--- config.mk ---
export PLATFORM = sky130hd
export DESIGN_NAME = rbl_lane
export DESIGN_NICKNAME = d
export VERILOG_FILES = /design/src/pkg/rbl_pkg.sv /design/src/hdl/rbl_lane.sv /design/src/hdl/rbl_buffer.sv
export SDC_FILE = /design/constraint.sdc
export NUM_CORES = 1
export LEC_CHECK = 0
export ABC_AREA = 1
export BUFFER_PORTS_ARGS = -buffer_cell sky130_fd_sc_hd__clkbuf_2
export CAP_MARGIN = 10
export CORE_MARGIN = 1.5
export CORE_UTILIZATION = 50
export CTS_CLUSTER_DIAMETER = 120
export CTS_CLUSTER_SIZE = 16
export DETAILED_ROUTE_END_ITERATION = 12
export PLACE_DENSITY_LB_ADDON = 0.25
export SYNTH_ARGS = -nofsm -noshare
export SYNTH_HDL_FRONTEND = slang
export SYNTH_SLANG_ARGS = --single-unit
--- constraint.sdc ---
create_clock -name clk -period 2.7 [get_ports clk]
set_input_delay 0.27 -clock clk [delete_from_list [all_inputs] [get_ports clk]]
set_output_delay 0.27 -clock clk [all_outputs]
set_load 0.05 [all_outputs]
--- src/pkg/rbl_pkg.sv ---
// Package for the receive bit lane deserializer: modes, widths and carriers.
// Behaviour
// - Strobe-as-sample mode samples the strobe input as ordinary data bits.
// - Plain data capture is allowed on every lane, lane zero included.
// - Parallel word width is 4 or 8 bits, default 8.
// - Lane has 40-bit control buses in and out for receive and transmit.
package rbl_pkg;
  localparam int unsigned CTRL_W = 40;
  localparam int unsigned WORD_W = 8;
  localparam logic [3:0] WIDTH_4 = 4'h4;
  localparam logic [3:0] WIDTH_8 = 4'h8;
  localparam logic [3:0] WIDTH_RESET = 4'h8;
  localparam logic [2:0] DIV_FOR_4 = 3'h2;
  localparam logic [2:0] DIV_FOR_8 = 3'h4;
  localparam logic [1:0] LANE_ZERO = 2'h0;
  localparam logic [3:0] ADDR_CTRL = 4'h0;
  localparam logic [3:0] ADDR_STATUS = 4'h1;
  localparam logic [3:0] ADDR_CTRL_RX = 4'h2;
  localparam int unsigned CTRL_KIND_LSB = 0;
  localparam int unsigned CTRL_WIDE_BIT = 2;
  localparam int unsigned CTRL_EN_BIT = 3;
  localparam logic [31:0] CTRL_RESET = 32'h0000_0004;

  typedef enum logic [1:0] {
    RBL_KIND_DATA = 2'h0,
    RBL_KIND_STROBE = 2'h1,
    RBL_KIND_UNRELATED = 2'h2
  } rbl_kind_t;

  typedef struct packed {
    logic [WORD_W-1:0] data;
    logic [3:0] width;
  } rbl_word_t;

  typedef struct packed {
    logic [CTRL_W-1:0] rx;
    logic [CTRL_W-1:0] tx;
  } rbl_ctrl_bus_t;
endpackage : rbl_pkg

--- src/hdl/rbl_lane.sv ---
// Receive bit lane: serial capture, deserializer and configuration port.
`timescale 1ns/100ps
module rbl_lane (
  input wire logic clk,
  input wire logic reset_n,
  input wire logic [1:0] lane_index,
  input wire logic serial_in,
  input wire logic [3:0] reg_addr,
  input wire logic [31:0] reg_wdata,
  input wire logic reg_write,
  input wire logic reg_read,
  output logic [31:0] reg_rdata,
  output logic word_valid,
  input wire logic word_ready,
  output logic [7:0] word_data,
  output logic [3:0] word_width,
  input wire rbl_pkg::rbl_ctrl_bus_t ctrl_in,
  output rbl_pkg::rbl_ctrl_bus_t ctrl_out,
  output logic [2:0] div_mode_hint,
  output logic overflow
);
  logic [31:0] ctrl;
  logic [7:0] shift;
  logic [3:0] bit_count;
  logic sticky_overflow;
  logic sticky_bad_cfg;
  logic [31:0] word_total;
  rbl_pkg::rbl_ctrl_bus_t ctrl_rx_q;
  rbl_pkg::rbl_word_t buf_out;
  rbl_pkg::rbl_word_t buf_in_word;
  logic buf_in_ready;

  function automatic logic [3:0] width_of(input logic wide);
    width_of = wide ? rbl_pkg::WIDTH_8 : rbl_pkg::WIDTH_4;
  endfunction : width_of

  wire [1:0] kind_raw = ctrl[rbl_pkg::CTRL_KIND_LSB +: 2];
  wire lane_enable = ctrl[rbl_pkg::CTRL_EN_BIT];
  wire [3:0] cur_width = width_of(ctrl[rbl_pkg::CTRL_WIDE_BIT]);
  // Strobe mode off lane zero is flagged and treated as plain data.
  wire strobe_misplaced = (kind_raw == rbl_pkg::RBL_KIND_STROBE) &&
                          (lane_index != rbl_pkg::LANE_ZERO);
  wire kind_illegal = (kind_raw == 2'h3);
  // All kinds sample the pin as a data bit; strobe included.
  wire sample_bit = serial_in;
  wire word_done = lane_enable && (bit_count == cur_width - 4'h1);
  wire [7:0] next_shift = {shift[6:0], sample_bit};
  wire [7:0] word_bits = (cur_width == rbl_pkg::WIDTH_4) ?
                         {4'h0, next_shift[3:0]} : next_shift;
  wire next_overflow = word_done && !buf_in_ready;

  assign buf_in_word = '{data: word_bits, width: cur_width};

  // Division hint lets the controller side match the width.
  assign div_mode_hint = (cur_width == rbl_pkg::WIDTH_4) ?
                         rbl_pkg::DIV_FOR_4 : rbl_pkg::DIV_FOR_8;
  assign word_data = buf_out.data;
  assign word_width = buf_out.width;
  assign overflow = sticky_overflow;
  // Control buses are dedicated; the lane echoes a registered copy back.
  assign ctrl_out = ctrl_rx_q;

  wire sel_ctrl = (reg_addr == rbl_pkg::ADDR_CTRL);
  wire sel_status = (reg_addr == rbl_pkg::ADDR_STATUS);
  wire sel_ctrl_rx = (reg_addr == rbl_pkg::ADDR_CTRL_RX);
  wire [31:0] status_word = {word_total[23:0], 4'h0, buf_in_ready,
                             sticky_bad_cfg, sticky_overflow, lane_enable};
  wire [31:0] next_rdata = sel_ctrl ? ctrl :
                           sel_status ? status_word :
                           sel_ctrl_rx ? ctrl_in.rx[31:0] : 32'h0;

  rbl_buffer u_buffer (
    .clk(clk),
    .reset_n(reset_n),
    .in_valid(word_done),
    .in_ready(buf_in_ready),
    .in_word(buf_in_word),
    .out_valid(word_valid),
    .out_ready(word_ready),
    .out_word(buf_out)
  );

  always_ff @(posedge clk or negedge reset_n) begin
    if (!reset_n) begin
      ctrl <= rbl_pkg::CTRL_RESET;
      shift <= 8'h0;
      bit_count <= 4'h0;
      sticky_overflow <= 1'b0;
      sticky_bad_cfg <= 1'b0;
      word_total <= 32'h0;
      reg_rdata <= 32'h0;
      ctrl_rx_q <= '0;
    end else begin
      ctrl_rx_q <= ctrl_in;
      reg_rdata <= reg_read ? next_rdata : 32'h0;
      if (reg_write && sel_ctrl) begin
        ctrl <= {28'h0, reg_wdata[3:0]};
      end
      if (reg_write && sel_ctrl) begin
        bit_count <= 4'h0;
      end else if (word_done) begin
        bit_count <= 4'h0;
      end else if (lane_enable) begin
        bit_count <= bit_count + 4'h1;
      end
      if (lane_enable) begin
        shift <= next_shift;
      end
      if (word_done && buf_in_ready) begin
        word_total <= word_total + 32'h1;
      end
      // Set wins over a same-cycle clear by writing the status word.
      if (next_overflow) begin
        sticky_overflow <= 1'b1;
      end else if (reg_write && sel_status && reg_wdata[1]) begin
        sticky_overflow <= 1'b0;
      end
      if (strobe_misplaced || kind_illegal) begin
        sticky_bad_cfg <= 1'b1;
      end else if (reg_write && sel_status && reg_wdata[2]) begin
        sticky_bad_cfg <= 1'b0;
      end
    end
  end
endmodule : rbl_lane

--- src/hdl/rbl_buffer.sv ---
// Two-entry valid/ready buffer for parallel words.
`timescale 1ns/100ps
module rbl_buffer (
  input wire logic clk,
  input wire logic reset_n,
  input wire logic in_valid,
  output logic in_ready,
  input wire rbl_pkg::rbl_word_t in_word,
  output logic out_valid,
  input wire logic out_ready,
  output rbl_pkg::rbl_word_t out_word
);
  rbl_pkg::rbl_word_t store [2];
  logic [1:0] count;
  logic rd_ptr;
  logic wr_ptr;
  wire push = in_valid && in_ready;
  wire pop = out_valid && out_ready;

  assign in_ready = (count != 2'h2);
  assign out_valid = (count != 2'h0);
  assign out_word = store[rd_ptr];

  always_ff @(posedge clk or negedge reset_n) begin
    if (!reset_n) begin
      count <= 2'h0;
      rd_ptr <= 1'b0;
      wr_ptr <= 1'b0;
      store[0] <= '0;
      store[1] <= '0;
    end else begin
      if (push) begin
        store[wr_ptr] <= in_word;
        wr_ptr <= ~wr_ptr;
      end
      if (pop) begin
        rd_ptr <= ~rd_ptr;
      end
      count <= count + {1'b0, push} - {1'b0, pop};
    end
  end
endmodule : rbl_buffer

==> impl_metrics.env, run 1 <==
export IMPL_outcome="completed"
export IMPL_antenna_left=0
export IMPL_cts_sinks=177
export IMPL_nets=1073
export IMPL_ys_seq_area_frac=0.673
export IMPL_io_pin_count=253
export IMPL_finalCritPeriodShare=0.829
export IMPL_grt_setup_unrepaired="no"
export IMPL_synth_fa_ha_area_frac=0.00571
export IMPL_reg2reg_depth=6
export IMPL_first_pass_iters=4
export IMPL_ir_drop_uv=457
export IMPL_syn2layout_area_growth_pct=40.6
export IMPL_crit_top_cell="nand2_1"
export IMPL_synth_top_family_by_area="simple AND/OR/NAND/NOR gates"
export IMPL_wirelength_um=16600
export IMPL_p_seq_frac=0.434
export IMPL_p_clk_frac=0.332
export IMPL_drive_above_1_share=0.272
export IMPL_cts_tree="yes"
export IMPL_rows=41
export IMPL_grt_pass1_vias=5595
export IMPL_post_cts_buffers=0
export IMPL_cts_inserted_buffers=17
export IMPL_grt_max_degree=67
export IMPL_finalHoldViolCount=0
export IMPL_switchingPower_w=0.00250
export IMPL_synth_top_cell_area_share=0.669
export IMPL_slew_viol_final=0
export IMPL_core_area_mm2=0.0127
export IMPL_async_flop_share=1.00
export IMPL_yosysMostFrequentCell="nand2_1"
export IMPL_antenna_found_initial=0
export IMPL_slew_headroom=0.487
export IMPL_grt_pass1_wl_um=28100
export IMPL_tightest_slew_ps=769
export IMPL_synth_xor_area_frac=0.0293
export IMPL_diodes=0
export IMPL_reg2reg_slack_ps=460
export IMPL_setup_viol=0
export IMPL_timing_rr_start="ctrl[3]"
export IMPL_clockRootBuffer="clkbuf_16"
export IMPL_ys_ff_latch=177
export IMPL_p_comb_frac=0.235
export IMPL_synth_avg_cell_area_um2=10.2
export IMPL_worstSetupPathType="reg2reg"
export IMPL_leakage_nw=4.65
export IMPL_min_to="ctrl[3]"
export IMPL_yosysUniqueCellTypes=26
export IMPL_place_gp_congestion=0.912
export IMPL_overflow=0
export IMPL_cap_violations=0
export IMPL_worst_path_max_delay_cell="dfrtp_1"
export IMPL_layout_min_cycle_time_ps=2240
export IMPL_power_density_mw_per_mm2=809
export IMPL_final_util=0.727
export IMPL_die_area_mm2=0.0139
export IMPL_synth_area_top_cells="dfrtp_1 67%, nand2_1 12%, inv_1 2.6%"
export IMPL_synth_top_flop_cell="dfrtp_1"
export IMPL_path_clk_slew_ps=60
export IMPL_setup_worst_path_end_class="flop"
export IMPL_internal_power_w=0.00498
export IMPL_die_h_um=118
export IMPL_max_clock_freq_mhz=447
export IMPL_worst_path_buf_inv=3
export IMPL_vias=5523
export IMPL_yosys_area_share_simple=0.185
export IMPL_insertion_delay_ps=420
export IMPL_final_cells=1131
export IMPL_critical_path_top_delay_family="buffers and inverters"
export IMPL_critPathMaxFanout=32
export IMPL_fin_skew_ps=4.22
export IMPL_synth_top_cell_by_area="dfrtp_1"
export IMPL_cp_cell_sequence="clkinv_1 > nor3_4 > buf_4 > inv_1 > nand2_1 > nand2_1"
export IMPL_syn_cell_area_mm2=0.00658
export IMPL_start_util=0.517
export IMPL_die_w_um=118
export IMPL_worstPathRequired_ps=2980
export IMPL_cts_resized=0
export IMPL_viasPerCell=4.88
export IMPL_drcViolationCount=0
export IMPL_postSynthCellCount=647
export IMPL_synth_compound_area_frac=0.0569
export IMPL_track_usage=0.257
export IMPL_synth_common_cells="205 x nand2_1, 176 x dfrtp_1, 45 x inv_1"
export IMPL_hpwl_um=10600
export IMPL_netSwitchingFraction=0.334
export IMPL_wire_per_inst_um=14.7
export IMPL_drt_initial_drc_count=351
export IMPL_cts_htree_levels=4
export IMPL_hp_class="in2reg"
export IMPL_crit_path_start_kind="flop"
export IMPL_dp_cells=1018
export IMPL_cts_buffer_depth=2
export IMPL_r2r_end="u_buffer.wr_ptr"
export IMPL_min_from="reg_wdata[3]"
export IMPL_synth_edf_count=0
export IMPL_yosys_warnings=0
export IMPL_fin_tns_setup_ps=0
export IMPL_synthMuxAreaShare=0
export IMPL_numPortBuffers=221
export IMPL_max_stage_delay_ps=620
export IMPL_holdPathStages=3
export IMPL_arrival_ps=2520
[placed cells by master (no fill, tap or decap), drive strengths merged]
master       netlist  layout
o22ai              1       1
clkinvlp           0       5
and3               1       1
o21ai             43      43
dfrtp            176     176
dlygate4sd3        0      81
inv               47      48
nand2            205     205
nand4             27      27
ha                 3       3
a21oi             25      25
clkbuf            14     240
dfstp              1       1
buf               15       6
o211a              2       2
xnor2             12      12
nand3             16      16
clkinv             1       4
bufinv             0       3
xor2              10      10
conb               1       3
o31ai              1       1
nor2              43      43
nor3               3       3
[power by group through the flow]
stage | registers [W] | logic (W) | clock network (W)
finish | 0.00324 | 0.00176 | 0.00248
global route | 0.00328 | 0.00192 | 0.00265
CTS | 0.00324 | 0.00176 | 0.00252
detailed placement | 0.00328 | 0.00166 | 0
global placement | 0.00326 | 0.00163 | 0
floorplan | 0.00347 | 0.00100 | 0
[state kept, by name (all words and copies together) (netlist names)]
register	count
ctrl	4
reg_rdata	32
u_buffer.rd_ptr	1
u_buffer.store	20
ctrl_out	80
shift	7
word_total	24
overflow	1
u_buffer.count	2
u_buffer.wr_ptr	1
sticky_bad_cfg	1
bit_count	4
[layer usage]
layer	vias up	global-route usage	wire length, um
met5	-	0	0
met4	0	0.108	435
met3	31	0.0630	1020
li1	2651	-	-
met2	214	0.417	8110
met1	2627	0.332	7050
[logic make-up (layout without fill, tap and decap cells)]
family                     count (synthesis)  in the layout
other                                      1              3
and+or+nand+nor                          295            295
xor gates and xnor gates                  22             22
adders and majority gates                  3              3
DFF                                      177            177
AOI/OAI and AO/OA                         72             72
buffers and inverters                     77            387
[tightest hold or removal path: stages]
cell and delay, ps:
clkbuf_2 70, nor2_1 30, nor2_1 80
[worst max-delay path by stage]
| stage | from | to | slack, ps | cells past startpoint |
|---|---|---|---|---|
| final | ctrl[3] | u_buffer.wr_ptr | 460 | 6 |
| after global placement | ctrl[3] | u_buffer.wr_ptr | 530 | 6 |
| after CTS | ctrl[3] | u_buffer.wr_ptr | 460 | 6 |
| after detailed placement | ctrl[3] | u_buffer.wr_ptr | 480 | 6 |
| after floorplan | u_buffer.count[1] | u_buffer.count[1] | 1050 | 8 |
| after global routing | ctrl[3] | u_buffer.wr_ptr | 250 | 6 |
[metrics by stage]
stage	total power [W]	hold slack, ps	setup WS (ps)	area, um^2
finish	0.00748	80.9	461	9250
detailed placement	0.00495	299	485	7830
global placement	0.00489	293	532	7830
global route	0.00785	82.0	251	9250
CTS	0.00752	72.0	459	9250
floorplan	0.00447	-25.6	1050	6590
[repair_timing]
action                     4_1_cts  5_1_grt
hold buffers                    81        0
hold endpoints to repair       144        0
setup endpoints to repair        0        0
[final cells by class]
class / instances / area [um^2]
sequential: 177 / 4430
fill: 917 / 3470
timing repair buffer: 307 / 1990
multi-input combinational: 395 / 1830
clock buffer: 20 / 447
tap: 172 / 215
inverter: 48 / 180
clock inverter: 12 / 159
(Power assumes the default switching activity.)
==> inputs of run 2 (changes only) <==
Settings changed: CORE_UTILIZATION 50 to 44.
Clock period 2.7 ns to 1.81 ns, I/O delays scaled along.
==> run 2 against run 1 <==
- critical path depth up 4
- clock skew up 4.8 ps
- die area up 13%
- register-to-register slack worse by 440 ps
==> impl_metrics.env, run 2 (synthesis results as in run 1) <==
export IMPL_outcome="completed"
export IMPL_drcViolationCount=0
export IMPL_max_stage_delay_ps=390
export IMPL_grt_max_degree=52
export IMPL_hold_slack_ps=12.3
export IMPL_layout_min_cycle_time_ps=1790
export IMPL_finalHoldViolCount=0
export IMPL_ir_drop_uv=768
export IMPL_leakage_nw=4.97
export IMPL_cts_sinks=177
export IMPL_worstPathRequired_ps=2120
export IMPL_numPortBuffers=221
export IMPL_dp_cells=1046
export IMPL_viasPerCell=4.75
export IMPL_setup_viol=0
export IMPL_fin_skew_ps=8.97
export IMPL_antenna_found_initial=0
export IMPL_worst_path_max_delay_cell="dfrtp_1"
export IMPL_crit_path_start_kind="flop"
export IMPL_core_area_mm2=0.0146
export IMPL_cp_cell_sequence="ha_2 > inv_2 > nor2_2 > nand3_2 > nor3_4 > buf_12 > clkbuf_16 > nand3_2 > nand2_1 > nand2_1"
export IMPL_power_density_mw_per_mm2=1200
export IMPL_layout_common_cells="220 x clkbuf_2, 185 x nand2_1, 176 x dfrtp_1, 86 x dlygate4sd3_1, 42 x inv_1"
export IMPL_arrival_ps=2090
export IMPL_grt_pass1_vias=5469
export IMPL_antenna_left=0
export IMPL_critical_path_top_delay_family="simple AND/OR/NAND/NOR gates"
export IMPL_hpwl_um=11200
export IMPL_drt_initial_drc_count=321
export IMPL_wire_per_inst_um=14.7
export IMPL_start_util=0.451
export IMPL_nFillCells=1096
export IMPL_wl_met1_um=7420
export IMPL_grt_setup_unrepaired="yes"
export IMPL_max_clock_freq_mhz=560
export IMPL_vias=5569
export IMPL_multiInputGateArea_mm2=0.00201
export IMPL_first_pass_iters=4
export IMPL_cap_violations=0
export IMPL_die_w_um=125
export IMPL_rows=44
export IMPL_cts_tree="yes"
export IMPL_clockRootBuffer="clkbuf_16"
export IMPL_cts_buffer_depth=2
export IMPL_die_area_mm2=0.0157
export IMPL_setup_worst_path_end_class="flop"
export IMPL_io_pin_count=253
export IMPL_die_h_um=125
export IMPL_nets=1104
export IMPL_syn2layout_area_growth_pct=49.9
export IMPL_drive_above_1_share=0.330
export IMPL_worst_path_buf_inv=3
export IMPL_finalCritPeriodShare=0.987
export IMPL_power_w=0.0118
export IMPL_hp_class="in2reg"
export IMPL_largest_reg_flops=80
export IMPL_grt_pass1_wl_um=27600
export IMPL_reg2reg_slack_ps=20
export IMPL_worstSetupPathType="reg2reg"
export IMPL_cts_inserted_buffers=17
export IMPL_critPathMaxFanout=7
export IMPL_diodes=0
export IMPL_fin_ws_ps=22.8
export IMPL_path_clk_slew_ps=60
export IMPL_insertion_delay_ps=420
export IMPL_slew_viol_final=0
export IMPL_top_layer_used="met4"
export IMPL_post_place_ws_ps=75.2
export IMPL_wirelength_um=17200
export IMPL_final_cells=1173
export IMPL_overflow=0
export IMPL_place_gp_congestion=0.850
export IMPL_dr_wl_met3_um=946
export IMPL_fin_tns_setup_ps=0
export IMPL_track_usage=0.223
export IMPL_final_common_cell="clkbuf_2"
export IMPL_wl_met2_um=8640
export IMPL_seqCellArea_mm2=0.00443
export IMPL_cts_htree_levels=4
## run 2: cell types whose count changed in the layout (fill, tap and decap cells not counted), sizes merged
cell / change
buf: +22
dlygate4sd3: +5
clkbuf: +3
clkinvlp: -2
inv: +2
## run 2: worst paths after layout
path | startpoint | to | cells after the start
max | bit_count[0] | word_total[22] | 10
min | reg_write | ctrl[0] | 3
max reg2reg | bit_count[0] | word_total[22] | 10
min reg2reg | shift[6] | shift[6] | 2
max in group asynchronous | reset_n | ctrl_out[62] | 3
min in group asynchronous | reset_n | u_buffer.store[6] | 2
## run 2: what timing repair did
action | 4_1_cts | 5_1_grt
endpoints found under the setup margin | 0 | 47
hold buffers | 86 | 0
hold endpoints to repair | 150 | 0
setup buffers | 0 | 5
resized for setup | 0 | 53
## run 2: layout make-up
| class | count | share of cell area |
|---|---|---|
| clock buffers | 19 | 0.0459 |
| well taps | 184 | 0.0233 |
| multi-input cells | 395 | 0.204 |
| repair buffers | 338 | 0.241 |
| flip-flops and latches | 177 | 0.449 |
| clock inverters | 12 | 0.0173 |
| inverters | 48 | 0.0190 |
## run 2: routing by layer
metal / up-vias / track usage
li1: 2722 / -
met1: 2649 / 0.294
met2: 183 / 0.367
met3: 15 / 0.0573
met4: 0 / 0.0628
met5: - / 0
## run 2: worst register-to-register path: cells and delay by family, from the launching register on
kind / cells / cell delay [ps]
AND/OR/NAND/NOR: 6 / 690
buffers and inverters: 3 / 400
flip-flops: 1 / 390
adder cells (fa/ha/maj): 1 / 210
## run 2: metrics by stage
step | util | area [um^2]
finish | 0.676 | 9860
global route | 0.676 | 9860
CTS | 0.650 | 9490
detailed placement | 0.549 | 8000
global placement | 0.549 | 8000
floorplan | - | 6590
## run 2: where the power goes
part | switching (W) | leakage [nW] | internal (W)
Clock | 0.00153 | 0.303 | 0.00227
Sequential | 0.000367 | 2.22 | 0.00446
Combinational | 0.00209 | 2.45 | 0.00110
